--- src/urcrs_params.svh ---
`ifndef URCRS_PARAMS_SVH
`define URCRS_PARAMS_SVH

// ==========================================================
// Register offsets on the three address lines
`define URCRS_OFF_DATA 3'h0
`define URCRS_OFF_IER 3'h1
`define URCRS_OFF_ISR 3'h2
`define URCRS_OFF_LCR 3'h3
`define URCRS_OFF_MCR 3'h4
`define URCRS_OFF_LSR 3'h5
`define URCRS_OFF_MSR 3'h6
`define URCRS_OFF_SPR 3'h7

// ==========================================================
// Reset values
`define URCRS_RST_DIV_LOW 8'h01
`define URCRS_RST_DIV_HIGH 8'h00
`define URCRS_RST_ZERO 8'h00
`define URCRS_RST_ISR 8'h01
`define URCRS_RST_LSR 8'h60
`define URCRS_RST_SPR 8'hff
`define URCRS_RST_SUMMARY 8'hff

// ==========================================================
// Access keys and field positions
`define URCRS_LCR_KEY 8'hbf
`define URCRS_LCR_DIV_BIT 7
`define URCRS_EFR_ENH_BIT 4
`define URCRS_MCR_LOOP_BIT 4
`define URCRS_MCR_OUT2_BIT 3
`define URCRS_SYNC_RST 23'h7fffff

`endif

--- src/urcrs_pkg.sv ---
`default_nettype none

package urcrs_pkg;

   // ==========================================================
   // Pins that cross into the clock domain
   typedef struct packed {
      logic hw_reset;
      logic irq_drive_select;
      logic mode_68;
      logic summary_select_n;
      logic cs_n;
      logic ior_n;
      logic iow_n;
      logic rw;
      logic [2:0] addr;
      logic [7:0] wdata;
      logic cts_n;
      logic dsr_n;
      logic ri_n;
      logic cd_n;
   } urcrs_pins_t;

   // ==========================================================
   // Divisor values handed to the baud generator
   typedef struct packed {
      logic [7:0] high;
      logic [7:0] low;
      logic [7:0] fraction;
   } urcrs_divisor_t;

   // ==========================================================
   // Decoded register selection
   typedef enum {
      URCRS_SEL_DATA, URCRS_SEL_DIV_LOW, URCRS_SEL_DIV_HIGH, URCRS_SEL_FRAC,
      URCRS_SEL_IER, URCRS_SEL_ISR, URCRS_SEL_LCR, URCRS_SEL_MCR,
      URCRS_SEL_LSR, URCRS_SEL_MSR, URCRS_SEL_SPR, URCRS_SEL_EFR,
      URCRS_SEL_RESUME_CHAR_ONE, URCRS_SEL_RESUME_CHAR_TWO, URCRS_SEL_PAUSE_CHAR_ONE, URCRS_SEL_PAUSE_CHAR_TWO
   } urcrs_sel_t;

endpackage

`default_nettype wire

--- src/urcrs_channel.sv ---
// Behaviour
// - Power-up loads divisor high 00, low 01
// - Hardware reset pin leaves divisor high and low untouched, clears divisor fraction
// - Reset clears modem change indicator bits
// - Modem status upper bits show inverted pins, or modem control bits in loopback
// - Select high, 16 mode: interrupt driven low
// - Select low: interrupt outputs three-stated after reset
// - Summary bits 7:4 show receive-ready per channel
// - Summary low bits invert transmit-ready levels
// - Summary select low drives summary onto bus
`timescale 1ns/1ps
`default_nettype none
`include "urcrs_params.svh"

module urcrs_channel #(
   parameter int unsigned CHAN = 0
) (
   input wire logic sys_clk, // 200 MHz clock
   input wire logic rstn, // Power-up reset, active low
   input wire urcrs_pkg::urcrs_pins_t pins, // Asynchronous pins
   input wire logic [7:0] rx_data_in, // Receive holding data
   input wire logic [7:0] irq_src_in, // Interrupt source code
   input wire logic [7:0] line_status_in, // Line status from datapath
   input wire logic tx_serial_in, // Serial data from transmitter
   input wire logic rx_avail_in, // Receive data available
   input wire logic tx_space_in, // Transmit space available
   input wire logic [3:0] all_rx_ready_n, // Receive-ready levels, channels A-D
   input wire logic [3:0] all_tx_ready_n, // Transmit-ready levels, channels A-D
   output logic [7:0] data_out, // Read data bus
   output logic data_oe_n, // Data bus enable, low drives
   output logic tx_out, // Serial transmit pin
   output logic infrared_tx_out, // Infrared transmit pin
   output logic rts_n_out, // Request to send, active low
   output logic dtr_n_out, // Data terminal ready, active low
   output logic rx_ready_n_out, // Receive ready, active low
   output logic tx_ready_n_out, // Transmit ready, active low
   output logic int_out, // Interrupt, 16 mode
   output logic int_oe_n, // Interrupt enable, low drives
   output logic irq_n_out, // Interrupt request, 68 mode
   output logic irq_n_oe_n, // Request enable, low drives
   output urcrs_pkg::urcrs_divisor_t divisor_out // Divisor to baud generator
);
   import urcrs_pkg::*;

   urcrs_pins_t ps;
   urcrs_sel_t sel;
   logic hw_rst, rd_act, wr_act, rd_act_q, wr_act_q, wr_pulse, rd_end;
   logic [7:0] divisor_low_byte_q, divisor_high_byte_q, divisor_fraction_q;
   logic [7:0] irq_enable_reg_q, fifo_control_reg_q, line_control_reg_q;
   logic [7:0] modem_control_reg_q, enhanced_feature_reg_q, scratch_reg_q;
   logic [7:0] resume_char_one_q, resume_char_two_q, pause_char_one_q, pause_char_two_q;
   logic [7:0] irq_source_reg_q, line_status_reg_q, fifo_ready_summary_q;
   logic [7:0] modem_status_reg, rd_mux;
   logic [3:0] modem_delta_q, modem_stat, modem_prev_q, rx_vec, tx_vec;
   logic irq_active, enh_en;

   // ==========================================================
   // Pin synchronisation
   urcrs_sync #(
      .W($bits(urcrs_pins_t)),
      .RST_VAL(`URCRS_SYNC_RST)
   ) u_sync (
      .sys_clk(sys_clk),
      .rstn(rstn),
      .din(pins),
      .dout(ps)
   );

   // Register selection from address, line control and enable bit
   function automatic urcrs_sel_t reg_sel(input logic [2:0] a, input logic [7:0] line_control_reg,
                                          input logic enh);
      urcrs_sel_t s;
      s = URCRS_SEL_DATA;
      if (a == `URCRS_OFF_DATA && line_control_reg[`URCRS_LCR_DIV_BIT]) begin
         s = URCRS_SEL_DIV_LOW;
      end else if (a == `URCRS_OFF_DATA) begin
         s = URCRS_SEL_DATA;
      end else if (a == `URCRS_OFF_IER && line_control_reg[`URCRS_LCR_DIV_BIT]) begin
         s = URCRS_SEL_DIV_HIGH;
      end else if (a == `URCRS_OFF_IER) begin
         s = URCRS_SEL_IER;
      end else if (a == `URCRS_OFF_LCR) begin
         s = URCRS_SEL_LCR;
      end else if (line_control_reg == `URCRS_LCR_KEY) begin
         if (a == `URCRS_OFF_ISR) begin
            s = URCRS_SEL_EFR;
         end else if (a == `URCRS_OFF_MCR) begin
            s = URCRS_SEL_RESUME_CHAR_ONE;
         end else if (a == `URCRS_OFF_LSR) begin
            s = URCRS_SEL_RESUME_CHAR_TWO;
         end else if (a == `URCRS_OFF_MSR) begin
            s = URCRS_SEL_PAUSE_CHAR_ONE;
         end else begin
            s = URCRS_SEL_PAUSE_CHAR_TWO;
         end
      end else if (a == `URCRS_OFF_ISR && line_control_reg[`URCRS_LCR_DIV_BIT] && enh) begin
         s = URCRS_SEL_FRAC;
      end else if (a == `URCRS_OFF_ISR) begin
         s = URCRS_SEL_ISR;
      end else if (a == `URCRS_OFF_MCR) begin
         s = URCRS_SEL_MCR;
      end else if (a == `URCRS_OFF_LSR) begin
         s = URCRS_SEL_LSR;
      end else if (a == `URCRS_OFF_MSR) begin
         s = URCRS_SEL_MSR;
      end else begin
         s = URCRS_SEL_SPR;
      end
      return s;
   endfunction

   // ==========================================================
   // Bus strobes for both bus styles
   assign hw_rst = ps.hw_reset;
   assign enh_en = enhanced_feature_reg_q[`URCRS_EFR_ENH_BIT];
   assign rd_act = !ps.cs_n && (ps.mode_68 ? ps.rw : !ps.ior_n);
   assign wr_act = !ps.cs_n && (ps.mode_68 ? !ps.rw : !ps.iow_n);
   assign wr_pulse = wr_act && !wr_act_q;
   assign rd_end = rd_act_q && !rd_act;
   assign sel = reg_sel(ps.addr, line_control_reg_q, enh_en);

   // Strobe history for edge detection
   always_ff @(posedge sys_clk or negedge rstn) begin
      if (!rstn) begin
         rd_act_q <= 1'b0;
         wr_act_q <= 1'b0;
      end else begin
         rd_act_q <= rd_act;
         wr_act_q <= wr_act;
      end
   end

   // ==========================================================
   // Divisor latches, loaded with power-up values by power-up reset only
   always_ff @(posedge sys_clk or negedge rstn) begin
      if (!rstn) begin
         divisor_low_byte_q <= `URCRS_RST_DIV_LOW;
         divisor_high_byte_q <= `URCRS_RST_DIV_HIGH;
      end else if (wr_pulse && sel == URCRS_SEL_DIV_LOW) begin
         divisor_low_byte_q <= ps.wdata;
      end else if (wr_pulse && sel == URCRS_SEL_DIV_HIGH) begin
         divisor_high_byte_q <= ps.wdata;
      end
   end

   // Control registers; enhanced bits change only while enabled
   always_ff @(posedge sys_clk or negedge rstn) begin
      if (!rstn) begin
         divisor_fraction_q <= `URCRS_RST_ZERO;
         irq_enable_reg_q <= `URCRS_RST_ZERO;
         fifo_control_reg_q <= `URCRS_RST_ZERO;
         line_control_reg_q <= `URCRS_RST_ZERO;
         modem_control_reg_q <= `URCRS_RST_ZERO;
         enhanced_feature_reg_q <= `URCRS_RST_ZERO;
         scratch_reg_q <= `URCRS_RST_SPR;
      end else if (hw_rst) begin
         divisor_fraction_q <= `URCRS_RST_ZERO;
         irq_enable_reg_q <= `URCRS_RST_ZERO;
         fifo_control_reg_q <= `URCRS_RST_ZERO;
         line_control_reg_q <= `URCRS_RST_ZERO;
         modem_control_reg_q <= `URCRS_RST_ZERO;
         enhanced_feature_reg_q <= `URCRS_RST_ZERO;
         scratch_reg_q <= `URCRS_RST_SPR;
      end else if (wr_pulse) begin
         if (sel == URCRS_SEL_FRAC) begin
            divisor_fraction_q <= ps.wdata;
         end else if (sel == URCRS_SEL_IER) begin
            irq_enable_reg_q <= enh_en ? ps.wdata : {irq_enable_reg_q[7:4], ps.wdata[3:0]};
         end else if (sel == URCRS_SEL_ISR) begin
            fifo_control_reg_q <= enh_en ? ps.wdata :
                                  {ps.wdata[7:6], fifo_control_reg_q[5:4], ps.wdata[3:0]};
         end else if (sel == URCRS_SEL_LCR) begin
            line_control_reg_q <= ps.wdata;
         end else if (sel == URCRS_SEL_MCR) begin
            modem_control_reg_q <= enh_en ? ps.wdata :
                                   {modem_control_reg_q[7:5], ps.wdata[4:0]};
         end else if (sel == URCRS_SEL_EFR) begin
            enhanced_feature_reg_q <= ps.wdata;
         end else if (sel == URCRS_SEL_SPR) begin
            scratch_reg_q <= ps.wdata;
         end
      end
   end

   // Flow-control characters
   always_ff @(posedge sys_clk or negedge rstn) begin
      if (!rstn) begin
         resume_char_one_q <= `URCRS_RST_ZERO;
         resume_char_two_q <= `URCRS_RST_ZERO;
         pause_char_one_q <= `URCRS_RST_ZERO;
         pause_char_two_q <= `URCRS_RST_ZERO;
      end else if (hw_rst) begin
         resume_char_one_q <= `URCRS_RST_ZERO;
         resume_char_two_q <= `URCRS_RST_ZERO;
         pause_char_one_q <= `URCRS_RST_ZERO;
         pause_char_two_q <= `URCRS_RST_ZERO;
      end else if (wr_pulse && sel == URCRS_SEL_RESUME_CHAR_ONE) begin
         resume_char_one_q <= ps.wdata;
      end else if (wr_pulse && sel == URCRS_SEL_RESUME_CHAR_TWO) begin
         resume_char_two_q <= ps.wdata;
      end else if (wr_pulse && sel == URCRS_SEL_PAUSE_CHAR_ONE) begin
         pause_char_one_q <= ps.wdata;
      end else if (wr_pulse && sel == URCRS_SEL_PAUSE_CHAR_TWO) begin
         pause_char_two_q <= ps.wdata;
      end
   end

   // Status copies from the datapath
   always_ff @(posedge sys_clk or negedge rstn) begin
      if (!rstn) begin
         irq_source_reg_q <= `URCRS_RST_ISR;
         line_status_reg_q <= `URCRS_RST_LSR;
      end else if (hw_rst) begin
         irq_source_reg_q <= `URCRS_RST_ISR;
         line_status_reg_q <= `URCRS_RST_LSR;
      end else begin
         irq_source_reg_q <= irq_src_in;
         line_status_reg_q <= line_status_in;
      end
   end

   // ==========================================================
   // Modem status: live inverted pins, or loopback from modem control
   always_comb begin
      if (modem_control_reg_q[`URCRS_MCR_LOOP_BIT]) begin
         modem_stat = {modem_control_reg_q[3], modem_control_reg_q[2],
                       modem_control_reg_q[0], modem_control_reg_q[1]};
      end else begin
         modem_stat = ~{ps.cd_n, ps.ri_n, ps.dsr_n, ps.cts_n};
      end
   end
   assign modem_status_reg = {modem_stat, modem_delta_q};

   // Change indicators; a new change wins over the clearing read
   always_ff @(posedge sys_clk or negedge rstn) begin
      if (!rstn) begin
         modem_delta_q <= 4'h0;
         modem_prev_q <= 4'h0;
      end else if (hw_rst) begin
         modem_delta_q <= 4'h0;
         modem_prev_q <= modem_stat;
      end else begin
         modem_prev_q <= modem_stat;
         modem_delta_q <= ((rd_end && sel == URCRS_SEL_MSR) ? 4'h0 : modem_delta_q)
                          | {modem_stat[3] ^ modem_prev_q[3],
                             modem_prev_q[2] & !modem_stat[2],
                             modem_stat[1:0] ^ modem_prev_q[1:0]};
      end
   end

   // ==========================================================
   // Ready pins and chip-wide summary
   always_comb begin
      rx_vec = all_rx_ready_n;
      tx_vec = all_tx_ready_n;
      rx_vec[CHAN[1:0]] = rx_ready_n_out;
      tx_vec[CHAN[1:0]] = tx_ready_n_out;
   end

   always_ff @(posedge sys_clk or negedge rstn) begin
      if (!rstn) begin
         rx_ready_n_out <= 1'b1;
         tx_ready_n_out <= 1'b0;
         fifo_ready_summary_q <= `URCRS_RST_SUMMARY;
      end else if (hw_rst) begin
         rx_ready_n_out <= 1'b1;
         tx_ready_n_out <= 1'b0;
         fifo_ready_summary_q <= `URCRS_RST_SUMMARY;
      end else begin
         rx_ready_n_out <= !rx_avail_in;
         tx_ready_n_out <= !tx_space_in;
         fifo_ready_summary_q <= {rx_vec, ~tx_vec};
      end
   end

   // ==========================================================
   // Read path; summary select overrides the register read
   always_comb begin
      if (sel == URCRS_SEL_DIV_LOW) begin
         rd_mux = divisor_low_byte_q;
      end else if (sel == URCRS_SEL_DIV_HIGH) begin
         rd_mux = divisor_high_byte_q;
      end else if (sel == URCRS_SEL_FRAC) begin
         rd_mux = divisor_fraction_q;
      end else if (sel == URCRS_SEL_IER) begin
         rd_mux = irq_enable_reg_q;
      end else if (sel == URCRS_SEL_ISR) begin
         rd_mux = irq_source_reg_q;
      end else if (sel == URCRS_SEL_LCR) begin
         rd_mux = line_control_reg_q;
      end else if (sel == URCRS_SEL_MCR) begin
         rd_mux = modem_control_reg_q;
      end else if (sel == URCRS_SEL_LSR) begin
         rd_mux = line_status_reg_q;
      end else if (sel == URCRS_SEL_MSR) begin
         rd_mux = modem_status_reg;
      end else if (sel == URCRS_SEL_SPR) begin
         rd_mux = scratch_reg_q;
      end else if (sel == URCRS_SEL_EFR) begin
         rd_mux = enhanced_feature_reg_q;
      end else if (sel == URCRS_SEL_RESUME_CHAR_ONE) begin
         rd_mux = resume_char_one_q;
      end else if (sel == URCRS_SEL_RESUME_CHAR_TWO) begin
         rd_mux = resume_char_two_q;
      end else if (sel == URCRS_SEL_PAUSE_CHAR_ONE) begin
         rd_mux = pause_char_one_q;
      end else if (sel == URCRS_SEL_PAUSE_CHAR_TWO) begin
         rd_mux = pause_char_two_q;
      end else begin
         rd_mux = rx_data_in;
      end
   end

   always_ff @(posedge sys_clk or negedge rstn) begin
      if (!rstn) begin
         data_out <= 8'h00;
         data_oe_n <= 1'b1;
      end else if (!ps.summary_select_n) begin
         data_out <= fifo_ready_summary_q;
         data_oe_n <= 1'b0;
      end else begin
         data_out <= rd_mux;
         data_oe_n <= !rd_act;
      end
   end

   // ==========================================================
   // Serial and modem-control pins
   always_ff @(posedge sys_clk or negedge rstn) begin
      if (!rstn) begin
         tx_out <= 1'b1;
         infrared_tx_out <= 1'b0;
      end else if (hw_rst || modem_control_reg_q[`URCRS_MCR_LOOP_BIT]) begin
         tx_out <= 1'b1;
         infrared_tx_out <= 1'b0;
      end else begin
         tx_out <= tx_serial_in;
         infrared_tx_out <= !tx_serial_in;
      end
   end

   // Loopback keeps the modem outputs idle
   assign rts_n_out = !modem_control_reg_q[1] || modem_control_reg_q[`URCRS_MCR_LOOP_BIT];
   assign dtr_n_out = !modem_control_reg_q[0] || modem_control_reg_q[`URCRS_MCR_LOOP_BIT];

   // Interrupt pins: select high drives, else enabled by modem control bit 3
   assign irq_active = !irq_source_reg_q[0];
   assign int_out = irq_active;
   assign int_oe_n = ps.mode_68 ||
                     !(ps.irq_drive_select || modem_control_reg_q[`URCRS_MCR_OUT2_BIT]);
   assign irq_n_out = 1'b0;
   assign irq_n_oe_n = !ps.mode_68 || !irq_active ||
                       !(ps.irq_drive_select || modem_control_reg_q[`URCRS_MCR_OUT2_BIT]);
   assign divisor_out = '{high: divisor_high_byte_q, low: divisor_low_byte_q,
                          fraction: divisor_fraction_q};

   // ==========================================================
   // Checks
   logic first_q;
   always_ff @(posedge sys_clk or negedge rstn) begin
      if (!rstn) begin
         first_q <= 1'b1;
      end else begin
         first_q <= 1'b0;
      end
   end

   a_div_powerup: assert property (@(posedge sys_clk) disable iff (!rstn) first_q |-> divisor_low_byte_q == 8'h01 && divisor_high_byte_q == 8'h00) else $error("divisor power-up value wrong");
   a_div_hold: assert property (@(posedge sys_clk) disable iff (!rstn) hw_rst |=> $stable(divisor_low_byte_q) && $stable(divisor_high_byte_q)) else $error("divisor changed by reset pin");
   a_delta_clear: assert property (@(posedge sys_clk) disable iff (!rstn) hw_rst |=> modem_status_reg[3:0] == 4'h0) else $error("change bits not cleared");
   a_stat_invert: assert property (@(posedge sys_clk) disable iff (!rstn) $past(hw_rst) && !modem_control_reg_q[4] |-> modem_status_reg[7:4] == ~{ps.cd_n, ps.ri_n, ps.dsr_n, ps.cts_n}) else $error("status bits not inverted pins");
   a_int_driven: assert property (@(posedge sys_clk) disable iff (!rstn) hw_rst && ps.irq_drive_select && !ps.mode_68 ##1 $stable(ps.irq_drive_select) && $stable(ps.mode_68) |-> !int_oe_n && !int_out) else $error("interrupt not driven low");
   a_int_tristate: assert property (@(posedge sys_clk) disable iff (!rstn) hw_rst && !ps.irq_drive_select ##1 !ps.irq_drive_select |-> int_oe_n && irq_n_oe_n) else $error("interrupt not three-stated");
   a_sum_rx: assert property (@(posedge sys_clk) disable iff (!rstn) !hw_rst |=> fifo_ready_summary_q[7:4] == $past(rx_vec)) else $error("summary receive bits wrong");
   a_sum_tx: assert property (@(posedge sys_clk) disable iff (!rstn) !hw_rst |=> fifo_ready_summary_q[3:0] == ~$past(tx_vec)) else $error("summary transmit bits wrong");
   a_sum_drive: assert property (@(posedge sys_clk) disable iff (!rstn) !ps.summary_select_n |=> !data_oe_n && data_out == $past(fifo_ready_summary_q)) else $error("summary not on bus");
   a_reset_load: assert property (@(posedge sys_clk) disable iff (!rstn) hw_rst |=> line_control_reg_q == 8'h00 && scratch_reg_q == 8'hff && irq_source_reg_q == 8'h01 && line_status_reg_q == 8'h60 && tx_out && !infrared_tx_out && rx_ready_n_out && !tx_ready_n_out) else $error("reset values wrong");
endmodule // urcrs_channel

`default_nettype wire

--- src/urcrs_sync.sv ---
`timescale 1ns/1ps
`default_nettype none

// ==========================================================
// Two-stage synchroniser for asynchronous pins
module urcrs_sync #(
   parameter int unsigned W = 1,
   parameter logic [W-1:0] RST_VAL = '0
) (
   input wire logic sys_clk, // System clock
   input wire logic rstn, // Asynchronous reset, active low
   input wire logic [W-1:0] din, // Asynchronous inputs
   output logic [W-1:0] dout // Synchronised outputs
);
   logic [W-1:0] meta_q;

   // First stage feeds only the second
   always_ff @(posedge sys_clk or negedge rstn) begin
      if (!rstn) begin
         meta_q <= RST_VAL;
         dout <= RST_VAL;
      end else begin
         meta_q <= din;
         dout <= meta_q;
      end
   end
endmodule // urcrs_sync

`default_nettype wire

--- config.mk ---
export PLATFORM = sky130hd
export DESIGN_NAME = urcrs_channel
export DESIGN_NICKNAME = d
export VERILOG_FILES = /design/src/urcrs_pkg.sv /design/src/urcrs_channel.sv /design/src/urcrs_sync.sv
export VERILOG_INCLUDE_DIRS = /design/src
export SDC_FILE = /design/constraint.sdc
export NUM_CORES = 1
export LEC_CHECK = 0
export BUFFER_PORTS_ARGS = -buffer_cell sky130_fd_sc_hd__buf_2
export CORE_UTILIZATION = 35
export CTS_BUF_LIST = sky130_fd_sc_hd__clkbuf_8
export CTS_CLUSTER_DIAMETER = 100
export DETAILED_ROUTE_END_ITERATION = 8
export GPL_TIMING_DRIVEN = 0
export HOLD_SLACK_MARGIN = 0.1
export PLACE_DENSITY = 0.63
export SYNTH_ARGS = -nofsm -noshare
export SYNTH_HDL_FRONTEND = slang
export SYNTH_SLANG_ARGS = --single-unit
--- constraint.sdc ---
create_clock -name sys_clk -period 3.9 [get_ports sys_clk]
set_input_delay 0.975 -clock sys_clk [delete_from_list [all_inputs] [get_ports sys_clk]]
set_output_delay 0.975 -clock sys_clk [all_outputs]
set_load 0.02 [all_outputs]
**After elaboration in Yosys (flattened, before gate mapping)**

Cells that the tools add are included.

- Register bits: 189
- Input port bits: 60
- Output and inout port bits: 43
- Word-level logic and storage cells: 226

- Eq/ne operators: 31
- Multiplexer cells: 97
- Bitwise gates (word level): 7
- Reductions and logical operators: 62

Operator list:

| operator | count |
|---|---|
| 2-to-1 mux 8 bit | 72 |
| equality test 32 x 5 -> 1 bit, second input constant | 8 |
| 2-to-1 mux 32 bit | 6 |
| equality test 32 x 4 -> 1 bit, second input constant | 4 |
| equality test 32 x 3 -> 1 bit, second input constant | 2 |
| equality test 32 x 2 -> 1 bit, second input constant | 1 |
| 2-to-1 mux 4 bit | 6 |
| nonzero test 2 bit | 12 |
| != test 2 x 1 -> 1 bit, second input constant | 9 |
| logical AND 1 bit | 15 |
| zero test 1 bit | 15 |
| AND reduction 7 bit | 2 |
| equality test 3 bit, second input constant | 3 |
| equality test 8 bit, second input constant | 1 |
| 2-to-1 mux 1 bit | 8 |
| 2-to-1 mux 2 bit | 4 |
| inverter 4 bit | 2 |
| AND reduction 4 bit | 2 |
| AND reduction 8 bit | 1 |
| logical OR 1 bit | 7 |
| equality test 3 x 2 -> 1 bit, second input constant | 2 |
| AND reduction 2 bit | 3 |
| AND reduction 3 bit | 2 |
| AND reduction 6 bit | 1 |
| other kinds (9) | 9 |

**Depth between registers and ports, before layout**

Gate-level depths: netlist of run 1.

- Depth after elaboration: 29
- Mapped depth: 9
- Depth with buffers taken out: 6

**Modules after synthesis**

A second synthesis of run 1 with hierarchy kept.

- Cells, all modules: 726
- Area, all modules: 8,266.7 µm²

Modules (own cells, without submodules):

| module | times used | cells each | area an instance (µm²) | seq. area each (µm²) |
|---|---|---|---|---|
| urcrs_channel | 1 | 680 | 7,058.0 | 3,607.2 |
| urcrs_sync | 1 | 46 | 1,208.7 | 1,208.7 |

**Worst setup path before layout of run 1**

Ideal clock, no wire load.

- Kind: reg2reg
- Start point: register u_sync.dout[20]
- End point: register scratch_reg_q[6]
- Setup time: 0.082 ns
- Arrival time: 2.073 ns
- Required time: 3.818 ns
- Path slack: 1.746 ns
- Stages on the path, launching flop included: 10
- Path buffers: 3
- Period minus slack after synthesis: 2.154 ns
- Path through: dfstp_2 -> buf_4 -> nor2b_2 -> a2111o_4 -> nor2_4 -> and4_1 -> buf_4 -> buf_6 -> nor2b_1 -> a211o_1

- Word-level cells in the longest chain between the ends: 5

RTL lines:

| element | line | source |
|---|---|---|
| from (decl) | urcrs_sync.sv:13 | `output logic [W-1:0] dout` |
| from (signal assigned) | urcrs_sync.sv:24 | `dout <= meta_q;` |
| 2-to-1 mux 1 bit | urcrs_channel.sv:117 | `assign wr_act = !ps.cs_n && (ps.mode_68 ? !ps.rw : !ps.iow_n);` |
| logical AND 1 bit | urcrs_channel.sv:117 |  |
| logical AND 1 bit | urcrs_channel.sv:118 | `assign wr_pulse = wr_act && !wr_act_q;` |
| nonzero test 2 bit (no line) | n/a |  |
| AND reduction 8 bit (no line) | n/a |  |
| to (signal assigned) | urcrs_channel.sv:155 | `` scratch_reg_q <= `URCRS_RST_SPR; `` |
| to (signal assigned) | urcrs_channel.sv:163 | `` scratch_reg_q <= `URCRS_RST_SPR; `` |
| to (signal assigned) | urcrs_channel.sv:180 | `scratch_reg_q <= ps.wdata;` |
| to (decl) | urcrs_channel.sv:50 | `logic [7:0] modem_control_reg_q, enhanced_feature_reg_q, scratch_reg_q;` |

Every way passes these cells.
A chain may end at the register's enable or synchronous reset.

**Final worst setup path of run 1**

- Start point: register u_sync.dout[12]
- End point: register data_out[3]

- Word-level cells in the longest chain between the ends: 29
- Elaborated cells between the ends (all ways): 57

RTL lines:

| element | line | source |
|---|---|---|
| equality test 3 bit (no line) | n/a |  |
| 2-to-1 mux 2 bit | urcrs_channel.sv:104 | `` end else if (a == `URCRS_OFF_MSR) begin `` |
| 2-to-1 mux 2 bit | urcrs_channel.sv:102 | `` end else if (a == `URCRS_OFF_LSR) begin `` |
| 2-to-1 mux 4 bit | urcrs_channel.sv:100 | `` end else if (a == `URCRS_OFF_MCR) begin `` |
| 2-to-1 mux 4 bit | urcrs_channel.sv:98 | `` end else if (a == `URCRS_OFF_ISR) begin `` |
| 2-to-1 mux 4 bit | urcrs_channel.sv:96 | `` end else if (a == `URCRS_OFF_ISR && line_control_reg[`URCRS_LCR_DIV_BIT] && enh) begin `` |
| 2-to-1 mux 32 bit | urcrs_channel.sv:84 | `` end else if (line_control_reg == `URCRS_LCR_KEY) begin `` |
| 2-to-1 mux 32 bit | urcrs_channel.sv:82 | `` end else if (a == `URCRS_OFF_LCR) begin `` |
| (+13 left out) | n/a |  |
| 2-to-1 mux 8 bit | urcrs_channel.sv:291 | `end else if (sel == URCRS_SEL_MCR) begin` |
| 2-to-1 mux 8 bit | urcrs_channel.sv:289 | `end else if (sel == URCRS_SEL_LCR) begin` |
| 2-to-1 mux 8 bit | urcrs_channel.sv:287 | `end else if (sel == URCRS_SEL_ISR) begin` |
| 2-to-1 mux 8 bit | urcrs_channel.sv:285 | `end else if (sel == URCRS_SEL_IER) begin` |
| 2-to-1 mux 8 bit | urcrs_channel.sv:283 | `end else if (sel == URCRS_SEL_FRAC) begin` |
| 2-to-1 mux 8 bit | urcrs_channel.sv:281 | `end else if (sel == URCRS_SEL_DIV_HIGH) begin` |
| 2-to-1 mux 8 bit (*) | urcrs_channel.sv:279 | `if (sel == URCRS_SEL_DIV_LOW) begin` |
| 2-to-1 mux 8 bit (*) | urcrs_channel.sv:318 | `end else if (!ps.summary_select_n) begin` |
| to (signal assigned) | urcrs_channel.sv:319 | `data_out <= fifo_ready_summary_q;` |
| to (signal assigned) | urcrs_channel.sv:322 | `data_out <= rd_mux;` |
| to (decl) | urcrs_channel.sv:29 | `output logic [7:0] data_out,` |

Mark *: on every way between the ends. The rest lies on a longest branch, timed or not.

==> out/summary.md, run 1 <==
The flow ran to the end, and the final reports show no timing, DRC or antenna violations. Setup violations remaining at the end of the flow were counted as 0. The synthesized net count is 826. Sorting the synthesized cells by area gives the leading types as dfrtp_1 36%, dfstp_2 21%, mux2i_1 5.6%, nor2_1 3.7%, a21oi_1 3.1%.

The wire-length estimate of the detail-placed layout is 18,900 um. TritonCTS built the clock tree. On the critical path, the stage with the largest delay is an instance of dfstp_2. The number of routed nets with antenna violations was 0. The run gives 0 as the number of hold buffers added after CTS. The cell count after synthesis came out at 766. After clock tree synthesis, the clock-pin slew on the worst setup and hold paths is 0.12 ns.

The post-detailed-route DRC marker count was 0. Data arrives at the worst endpoint at 3.37 ns. The signal on the critical path passes through buf_2, buf_4, clkinv_1, and3_1, a311oi_1, a22oi_1, o31ai_1, a221oi_1.

In this run, CTS created clock tree buffers numbering 17. The post-synthesis cell type count was 69; the fill cell instance count of the final layout was 2,347. The time the worst path needs with I/O delays and setup came out at 3.009 ns.

The post-detailed-route via-to-cell ratio was 5.361. The tools report the length of the first detailed-routing pass in iterations as 5. The logs give 591 for the number of DRC markers in iteration 0 and 8443 um^2 for the cell area after synthesis. The starting density of the core was 35.86%; the number of maximum-capacitance constraint violations was 0.

Pin placement for this block handled 103 I/O pins. In this design, the stage delay of the slowest critical-path cell is 0.53 ns. The first global-routing pass estimated 39,880 um of wire. The clock passes through at most 2 buffers. The run gives 33.75% as the met2 track demand over resource. The run gives 0 as the number of inserted diodes. Layer with the highest usage after global routing: met2. For this design the ratio of total power to cell area is 389.4 nW/um^2. The via count of the first global-routing pass was 6,301.

For the pin with the worst max-slew slack, the measured transition is 1.034 ns. The met1 track utilization from global routing is 31.50%. The number of enable-type register cells in the synthesized netlist was 0; the mean post-synth cell area was 11.02 um^2. The total global routing overflow was 0; the layout-stage area growth over the synthesis result was 16.05%. Summed over all failing endpoints, the final setup total negative slack is 0 ns. The kind of cell with the highest combined delay along the critical path is compound AO/OA/AOI/OAI gates. The top cell types in the final layout, fill and taps aside, are 120 x dfrtp_1, 110 x buf_2, 83 x nor2_1. The most common cell after layout, fill and taps aside was dfrtp_1. The CTS root buffer is clkbuf_8. Start-to-end type of the worst setup path: flop to flop.

The die covers 24,750 um^2. The number of buffer and inverter instances along the worst setup path is 3, and the area taken by flip-flops and latches is 4816 um^2. The number of H-tree levels is 4, and the floorplan die height is 157.3 um. The total detailed-routing wirelength is 26,450 um. Of the available clock period, the critical path in the final layout requires 77.16%.

Once the clock tree was built, the setup fixing pass inserted 0 buffers. Measured against its own limit, the worst slew margin works out to 31.03%. The highest net fanout along the worst path came out at 10.

STA classifies the critical path startpoint as a flop. The post-CTS resize count is 0. The top cell type by area accounts for 35.57% of the synthesized area.

Setup repair after global routing left no endpoint under its margin. Hold timing on the final database bottoms out at a slack of 0.3553 ns. Top cell type by total area after synthesis: dfrtp_1. The largest registers in the layout are u_sync.dout: 23 flops, u_sync.meta_q: 23 flops. The die is 157.3 um wide. In the synthesized netlist the dominant register cell turns out to be dfrtp_1.

The post-route netlist has 30.18% of its cells at a drive strength greater than 1. Of the synthesized area, sequential elements account for 57.04%. The number of pins exceeding their max-slew limit in the final report is 0. Entering global routing, the biggest net connects 124 pins. For this run, the top clock speed supported by timing is 332.3 MHz.

The floorplan step defined a core boundary enclosing 23,540 um^2. The detailed router placed 6,524 vias in this run. The wire length per cell after detailed routing is 21.73 um, and the proportion of synthesized flip-flops having asynchronous set or reset is 100.0%. The multi-input combinational cells in the finished layout cover a total of 3353 um^2. The global-route usage over all layers was 22.42%. In the global route stage, met3 resource usage came out at 4.268%. Row generation in the floorplan step produced 56 rows. The worst setup skew after layout was 0.01479 ns. At the end of routability-driven placement, the weighted congestion stood at 0.9313.

The number of hold violations in the final report is 0. The number of antenna violations at the first check in global routing came out at 1. The tools report the maximum VDD drop as 0.2168 mV. The post-synthesis sequential element count is 189, and the required time of the critical path is 4.26 ns. The clock reaches the later pin of the worst-skew pair after 0.49 ns.

During placement, the flow inserted port buffers numbering 99. The worst hold path class is flop to flop. For this run, the post-layout net count is 945. The number of warnings printed during yosys synthesis was 0.

The run gives 189 as the total number of clock tree sinks. The nature of the critical path endpoint was a flop. The leakage power came out at 4.219 nW.
[power breakdown]
group | internal [mW] | leakage [nW] | switching [mW] | total, mW
Combinational | 0.123 | 1.66 | 0.262 | 0.385
Sequential | 2.05 | 2.35 | 0.0340 | 2.08
Clock | 0.501 | 0.211 | 0.847 | 1.35
[cells in the mapped netlist (13+ instances only)]
cell	count
dfrtp_1	120
nor2b_1	34
nand3_1	38
mux2_2	19
nand2_1	59
dfstp_2	69
clkbuf_1	38
nor2_1	83
mux2i_1	47
o21ai_0	27
a21oi_1	53
nand2b_1	13
[cells by family after synthesis]
kind of cell	after synthesis	synth area share, %
other	1	0.04441
DFF	189	57.04
and+or+nand+nor	276	16.49
muxes	72	9.707
buffers and inverters	63	3.245
AOI/OAI and AO/OA	162	13.16
xor gates and xnor gates	3	0.3113
[area by class of cell]
type | instances | share of cell area (%)
plain buffers | 56 | 2.528
well taps | 319 | 4.074
flip-flops and latches | 189 | 49.15
repair buffers | 100 | 5.440
inverters | 7 | 0.2682
clock inverters | 15 | 1.928
multi-input cells | 514 | 34.22
clock buffers | 17 | 2.388
[metrics by stage]
step | cells | instance area [um^2] | setup slack [ns] | power [mW] | utilization [%]
3_5_place_dp | 1185 | 9375 | 0.9563 | 2.500 | 39.82
6_report | 1217 | 9798 | 0.8909 | 3.816 | 41.62
3_3_place_gp | 1184 | 9338 | -1.166 | 2.493 | 39.66
5_1_grt | 1217 | 9798 | 0.7288 | 3.978 | 41.62
4_1_cts | 1217 | 9798 | 0.9475 | 3.851 | 41.62
2_1_floorplan | 766 | 8443 | 1.746 | 2.303 | -
[routing by layer]
layer	wire length (um)	part of all wire, %	vias up
li1	-	-	2949
met1	11510	44	3216
met2	12150	46	310
met3	1915	7.2	49
met4	877	3.3	0
met5	0	0	-
[final timing paths]
check                                              end  cells after the start  slack (ns)         startpoint
max in group asynchronous       divisor_high_byte_q[6]                      2        2.51               rstn
min in group asynchronous              infrared_tx_out                      1        0.42               rstn
worst min-delay path                   u_sync.dout[12]                      0        0.36  u_sync.meta_q[12]
worst max register to register             data_out[3]                      8        0.89    u_sync.dout[12]
worst max-delay path                       data_out[3]                      8        0.89    u_sync.dout[12]
worst min register to register         u_sync.dout[12]                      0        0.36  u_sync.meta_q[12]
No activity file was read; power rests on OpenSTA's default activity.
==> inputs of run 2 (changes only) <==
==> constraint.sdc (replaced) <==
create_clock -name sys_clk -period 2.91 [get_ports sys_clk]
set_input_delay 0.7275 -clock sys_clk [delete_from_list [all_inputs] [get_ports sys_clk]]
set_output_delay 0.7275 -clock sys_clk [all_outputs]
set_load 0.02 [all_outputs]
==> run 2 against run 1 <==
  * Clock skew up 0.0010 ns
  * First-iteration DRC count increased by 7.4%
  * Sequential share of layout area shrank 0.050 points
  * Non-clock buffer count down 1
  * Clock power grew 36%
  * Clock-buffer cell count unchanged
  * Sequential power is 34% higher
  * Cell area increased by 0.10%
  * Register-to-register slack got worse by 0.78 ns
==> out/summary.md, run 2 (synthesis results as in run 1) <==
The part of the cycle the worst path needs came out at 96.32%. The worst-case IR drop observed on VDD is 0.2918 mV. Along the worst path, the maximum fanout reaches 10.

Compared with the post-synthesis result, the final layout area differs by 16.17%. The layout has 2,347 filler cells. The tools report the area of the multi-input gates as 3363 um^2.

Entering global routing, the biggest net connects 124 pins. The run gives 0 as the post-detailed-route DRC marker count. For the worst-skew pair, the clock arrives at the later sink with an insertion delay of 0.49 ns. The tools report the kind of launch point of the worst setup path as a flop. Summing all placed instances gives a cell area of 9375 um^2. The length of the first detailed-routing pass in iterations is 5. For the required time of the critical path, the log shows 3.26 ns. The number of antenna diodes in the final layout is 0.

For flop-to-flop paths, the worst setup slack is 0.11 ns. The peak clock frequency supported by timing came out at 356.8 MHz. The number of pins exceeding their max-slew limit in the final report was 0. The run gives 18,900 um as the half-perimeter wire length of the detailed placement result. After the last flow step, the layout net total stands at 944. The number of hold violations in the final report came out at 0. The library cells used most frequently in the layout, excluding fill and tap cells, are 120 x dfrtp_1, 109 x buf_2, 83 x nor2_1.

The run gives 3.15 ns as the arrival time of data at the critical path endpoint. In this run the post-CTS setup repair buffer count came out at 0. The most critical setup path has its startpoint at u_sync.dout[14].

Measured in cells, the most critical reg-to-reg path has a length of 7. In this run the tightest slew margin relative to its limit is 32.61%. The die is 157.3 um tall. The largest registers in the layout are u_sync.dout: 23 flops, u_sync.meta_q: 23 flops. TritonCTS built the clock tree. The run gives 23,540 um^2 as the core outline area.

Worst hold path class: primary input to async pin. The tools report the worst hold-check slack as 0.1668 ns. For this design the top-level I/O count stands at 103. The tools report the worst-case clock buffer depth as 2. Setup repair after global routing left no endpoint under its margin. Count of buffers from port buffering: 99. The final count of negative-setup-slack endpoints is 0. The site row count is 56, and the post-detailed-route via-to-cell ratio is 5.331. For the number of H-tree levels, the log shows 4. For this design the ratio of total power to cell area is 523.0 nW/um^2. The tools report the nature of the critical path endpoint as a flop. The run finished with clean final reports.

The worst setup skew after layout was 0.01579 ns. The detail route stage leaves a number of antenna-violating nets equal to 0. CTS root buffer: clkbuf_8.

The ratio of cells with drive above 1 in the final layout is 30.32%, and the number of buffers created by CTS is 17. The run gives 0.9313 as the routability congestion estimate. The time the worst path needs with I/O delays and setup is 2.803 ns, and the via count of the first global-routing pass is 6,291. The global-route usage over all layers is 22.21%, and the number of maximum-capacitance constraint violations is 0. The number of hold buffers added after CTS was 0; the wire length per cell after detailed routing was 21.56 um. For this design, the sink count on the clock tree is 189. First-pass GRT wire length: 39,620 um. The area of the die came out at 24,750 um^2. The run gives 635 as the number of DRC markers in iteration 0.

The area taken by flip-flops and latches was 4816 um^2; the actual transition at the worst max-transition pin was 1.011 ns. The final route contains 6,483 vias. The most common cell after layout, fill and taps aside was dfrtp_1. The x dimension of the die works out to 157.3 um.

For the number of antenna violations at the first check in global routing, the log shows 1. The worst register-to-register path ends at modem_control_reg_q[7]. The worst register-to-register path begins at u_sync.dout[14].

The leakage power is 4.222 nW. The total global routing overflow is 0. The worst setup path is of the flop to flop kind.

The starting density of the core is 35.86%, and the clock slew seen by the registers of the worst setup and hold paths is 0.11 ns. With fillers left out, the area of the finished cells amounts to 9808 um^2. Summed over all layers, the routed wires come to 26,220 um.
## run 2: cell count changes in the layout (fill, tap and decap cells not counted)
cell,before,now
buf_2,110,109
clkbuf_1,38,37
clkbuf_4,0,1
clkinv_1,1,0
clkinv_2,0,1
nor2_2,4,2
nor2_4,2,4
## run 2: cell type report
cell class              count  share of cell area [%]
plain buffers              55                   2.513
clock buffers              17                   2.386
clock inverters            15                   1.926
inverters                   7                  0.2806
multi-input cells         514                   34.29
flip-flops and latches    189                   49.10
well taps                 319                   4.069
repair buffers            100                   5.434
## run 2: repair_timing
| action | in CTS | in global routing |
|---|---|---|
| resized for setup | 2 | 2 |
| hold endpoints to repair | 0 | 0 |
| pin swaps | 0 | 1 |
| endpoints found under the setup margin | 3 | 9 |
## run 2: stage by stage
step	utilization (%)	setup slack, ns	cells	total power, mW	TNS, ns
final	41.66	0.1070	1216	5.130	0
after detailed placement	39.82	-0.03373	1185	3.350	-0.04862
after global placement	39.66	-1.909	1184	3.342	-280.30
after floorplan	-	0.7556	766	3.087	0
after CTS	41.63	0.1067	1216	5.160	0
after global routing	41.66	0.02180	1216	5.325	0
## run 2: critical path, stage by stage, from the launching register on
cell and delay (ns):
dfstp_2 0.58, buf_2 0.24, nor2b_1 0.55, o211ai_1 0.50
nor2_4 0.46, nand2_1 0.16, nand2_1 0.10, a21oi_1 0.06
## run 2: worst max path at each step
stage,cells after the start,slack [ns],to
3_5_place_dp,8,-0.03,data_out[7]
5_1_grt,8,0.02,data_out[6]
3_3_place_gp,1,-1.91,data_out[5]
2_1_floorplan,9,0.76,scratch_reg_q[6]
4_1_cts,8,0.11,data_out[1]
6_report,7,0.11,modem_control_reg_q[7]
## run 2: per-layer routing
metal,routed length (um),global-route usage [%]
met5,0,0
met4,909,9.940
met3,1817,3.552
met2,12040,33.50
met1,11450,31.39
## run 2: report_power, final
| part | switching, mW | internal (mW) |
|---|---|---|
| clock network | 1.15 | 0.672 |
| registers | 0.0459 | 2.74 |
| logic | 0.348 | 0.166 |
==> inputs of run 3 (changes only) <==
--- a/config.mk
+++ b/config.mk
@@ -7,13 +7,15 @@
 export NUM_CORES = 1
 export LEC_CHECK = 0
 export BUFFER_PORTS_ARGS = -buffer_cell sky130_fd_sc_hd__buf_2
+export CELL_PAD_IN_SITES_DETAIL_PLACEMENT = 1
+export CELL_PAD_IN_SITES_GLOBAL_PLACEMENT = 1
 export CORE_UTILIZATION = 35
 export CTS_BUF_LIST = sky130_fd_sc_hd__clkbuf_8
 export CTS_CLUSTER_DIAMETER = 100
 export DETAILED_ROUTE_END_ITERATION = 8
 export GPL_TIMING_DRIVEN = 0
 export HOLD_SLACK_MARGIN = 0.1
-export PLACE_DENSITY = 0.63
+export PLACE_DENSITY = 0.73
 export SYNTH_ARGS = -nofsm -noshare
 export SYNTH_HDL_FRONTEND = slang
 export SYNTH_SLANG_ARGS = --single-unit
==> run 3 against run 2 <==
  * Power is 3.1% higher
  * First-iteration DRC count shrank 22%
  * Core utilization rose by 0.35 points
  * Critical endpoint is now data_out[7]
  * Global-route usage grew 2.1 points
  * Die area stayed put
==> out/summary.md, run 3 (synthesis results as in run 1) <==
The flow ran to the end, and the final reports show no timing, DRC or antenna violations. TritonCTS built the clock tree. The floorplan step defined a die boundary enclosing 24,750 um^2. The top cell types in the final layout, fill and taps aside, are 120 x dfrtp_1, 110 x buf_2, 83 x nor2_1. For this design, the sink count on the clock tree is 189. STA classifies the critical path endpoint as a flop. The logs give 6,895 for the via count of the first global-routing pass and 0 for the number of hold violations in the final report. Buffers inserted to repair hold after CTS numbered 0.

Setup repair after global routing could not meet its margin everywhere. The count of vias placed by the detailed router was 6,737; the insertion delay to the later sink of the worst-skew pair was 0.51 ns. Measured in cells, the most critical reg-to-reg path has a length of 8. For the reg2reg setup slack, the log shows 0.05 ns. Row generation in the floorplan step produced 56 rows.

For the non-filler instance count after layout, the log shows 1,219. Placed instance count: 1,185. Net count of the finished layout: 947.

The post-detailed-route via-to-cell ratio came out at 5.527. The cell sitting at the root of the clock tree is a clkbuf_8. The count of buffers added on input and output ports is 99.

The worst setup path is of the flop to flop kind. The number of maximum-capacitance constraint violations is 0, and the power density over cell area is 534.9 nW/um^2. The worst hold path class was primary input to async pin.

The number of pins exceeding their max-slew limit in the final report is 0, and the core outline area is 23,540 um^2. The timing endpoint of the critical path was data_out[7]. The required time of the critical path is 3.34 ns, and the peak clock frequency supported by timing is 349.9 MHz. The tools report the maximum VDD drop as 0.3228 mV. Number of routed nets with antenna violations: 0. The number of DRC markers in iteration 0 is 497. The floorplan die height was 157.3 um. The library cell used most frequently in the layout, excluding fill and tap cells, is dfrtp_1. Highest net fanout along the worst path: 10.

The tools report the post-layout utilization of the core as 42.01%. Dividing the final minimum period by the clock period gives 98.22%. The clock period could shrink to 2.858 ns. STA classifies the critical path startpoint as a flop.

Summed over all nets, the half-perimeter wirelength after detailed placement is 20,370 um. The worst register-to-register path ends at data_out[7]. The global-route usage over all layers is 24.31%. Cells with a size suffix above 1 make up 30.89% of the layout. For this configuration, the core starts out at a cell density of 35.86%.

STA puts the critical path data arrival time at 3.29 ns. Layout-stage area growth over the synthesis result: 17.13%. The length of the first detailed-routing pass in iterations is 5, and the number of antenna violations at the first check in global routing is 0. For the routability congestion estimate, the log shows 0.9209. 103 I/O pins were placed. The beginning of the worst register-to-register path was u_sync.dout[12]. Entering global routing, the biggest net connects 120 pins. In this run the horizontal extent of the chip is 157.3 um.

After detailed routing, the total wire length is 28,670 um. Worst-case clock buffer depth: 2. Setup violations remaining at the end of the flow were counted as 0. In this run the worst setup path begins at u_sync.dout[12].

Worst setup slack before clock tree synthesis: -0.07408 ns. The total overflow left after global routing is 0. The first-pass GRT wire length is 43,210 um, and the number of inserted diodes is 0. Across the routed clock network, the largest skew measured is 0.02215 ns.

Headroom to the max-slew limit came out at 33.83%. The actual transition at the worst max-transition pin came out at 0.9925 ns. Once routing completed, OpenROAD measured the worst setup slack at 0.05191 ns.

In the final routed layout, each cell accounts on average for 23.52 um. For this design the static power due to leakage is 4.262 nW. The run gives 4 as the number of H-tree levels. The number of buffers created by CTS is 17, and the clock slew seen by the registers of the worst setup and hold paths is 0.11 ns. The largest registers in the layout are u_sync.dout: 23 flops, u_sync.meta_q: 23 flops. For this run, design rule violations remaining after detail routing come to 0.
## run 3: critical path: stages (launching register included)
cell	delay [ns]
dfstp_2	0.53
buf_2	0.23
buf_4	0.27
clkinv_1	0.34
o211ai_1	0.49
nor2_1	0.09
nor4_1	0.35
o21ai_0	0.28
a21oi_1	0.20
## run 3: metal layers
layer / part of all wire, % / global-route usage (%) / vias up
li1: - / - / 2956
met1: 43 / 32.19 / 3480
met2: 48 / 38.52 / 245
met3: 5.7 / 5.672 / 56
met4: 2.8 / 9.431 / 0
met5: 0 / 0 / -
## run 3: timing repair
item | CTS | global route
hold endpoints to repair | 0 | 0
pin swaps | 1 | 1
gates resized for setup | 2 | 8
gates cloned | 0 | 0
endpoints found under the setup margin | 17 | 32
buffers inserted | 0 | 2
## run 3: final cells by class
class                   count  area [um^2]
flip-flops and latches    189         4816
plain buffers              56        251.5
well taps                 319        399.1
multi-input cells         514         3371
repair buffers            102        560.5
clock buffers              17        234.0
fillers                  2673        13650
clock inverters            15        231.5
inverters                   7        26.28
## run 3: worst min path at each step
stage | from | endpoint | slack [ns] | cells after the start
6_report | rstn | pause_char_two_q[3] | 0.18 | 1
4_1_cts | rstn | modem_prev_q[1] | 0.19 | 1
3_3_place_gp | u_sync.meta_q[22] | u_sync.dout[22] | 0.35 | 0
5_1_grt | rstn | resume_char_two_q[3] | 0.20 | 1
3_5_place_dp | u_sync.meta_q[11] | u_sync.dout[11] | 0.35 | 0
2_1_floorplan | u_sync.meta_q[0] | u_sync.dout[0] | 0.35 | 0
## run 3: per-stage QoR
| stage | TNS (ns) | hold WS [ns] | total power [mW] | instance area, um^2 |
|---|---|---|---|---|
| after floorplan | 0 | 0.3452 | 3.087 | 8443 |
| after detailed placement | -0.1959 | 0.3475 | 3.362 | 9375 |
| after global routing | -0.05485 | 0.2018 | 5.482 | 9889 |
| after global placement | -285.40 | 0.3453 | 3.345 | 9338 |
| final | 0 | 0.1809 | 5.290 | 9889 |
| after CTS | 0 | 0.1923 | 5.332 | 9851 |
## run 3: power by group
| part | internal [mW] | switching (mW) |
|---|---|---|
| registers | 2.74 | 0.0458 |
| logic | 0.171 | 0.365 |
| clock network | 0.721 | 1.24 |
| total | 3.64 | 1.65 |
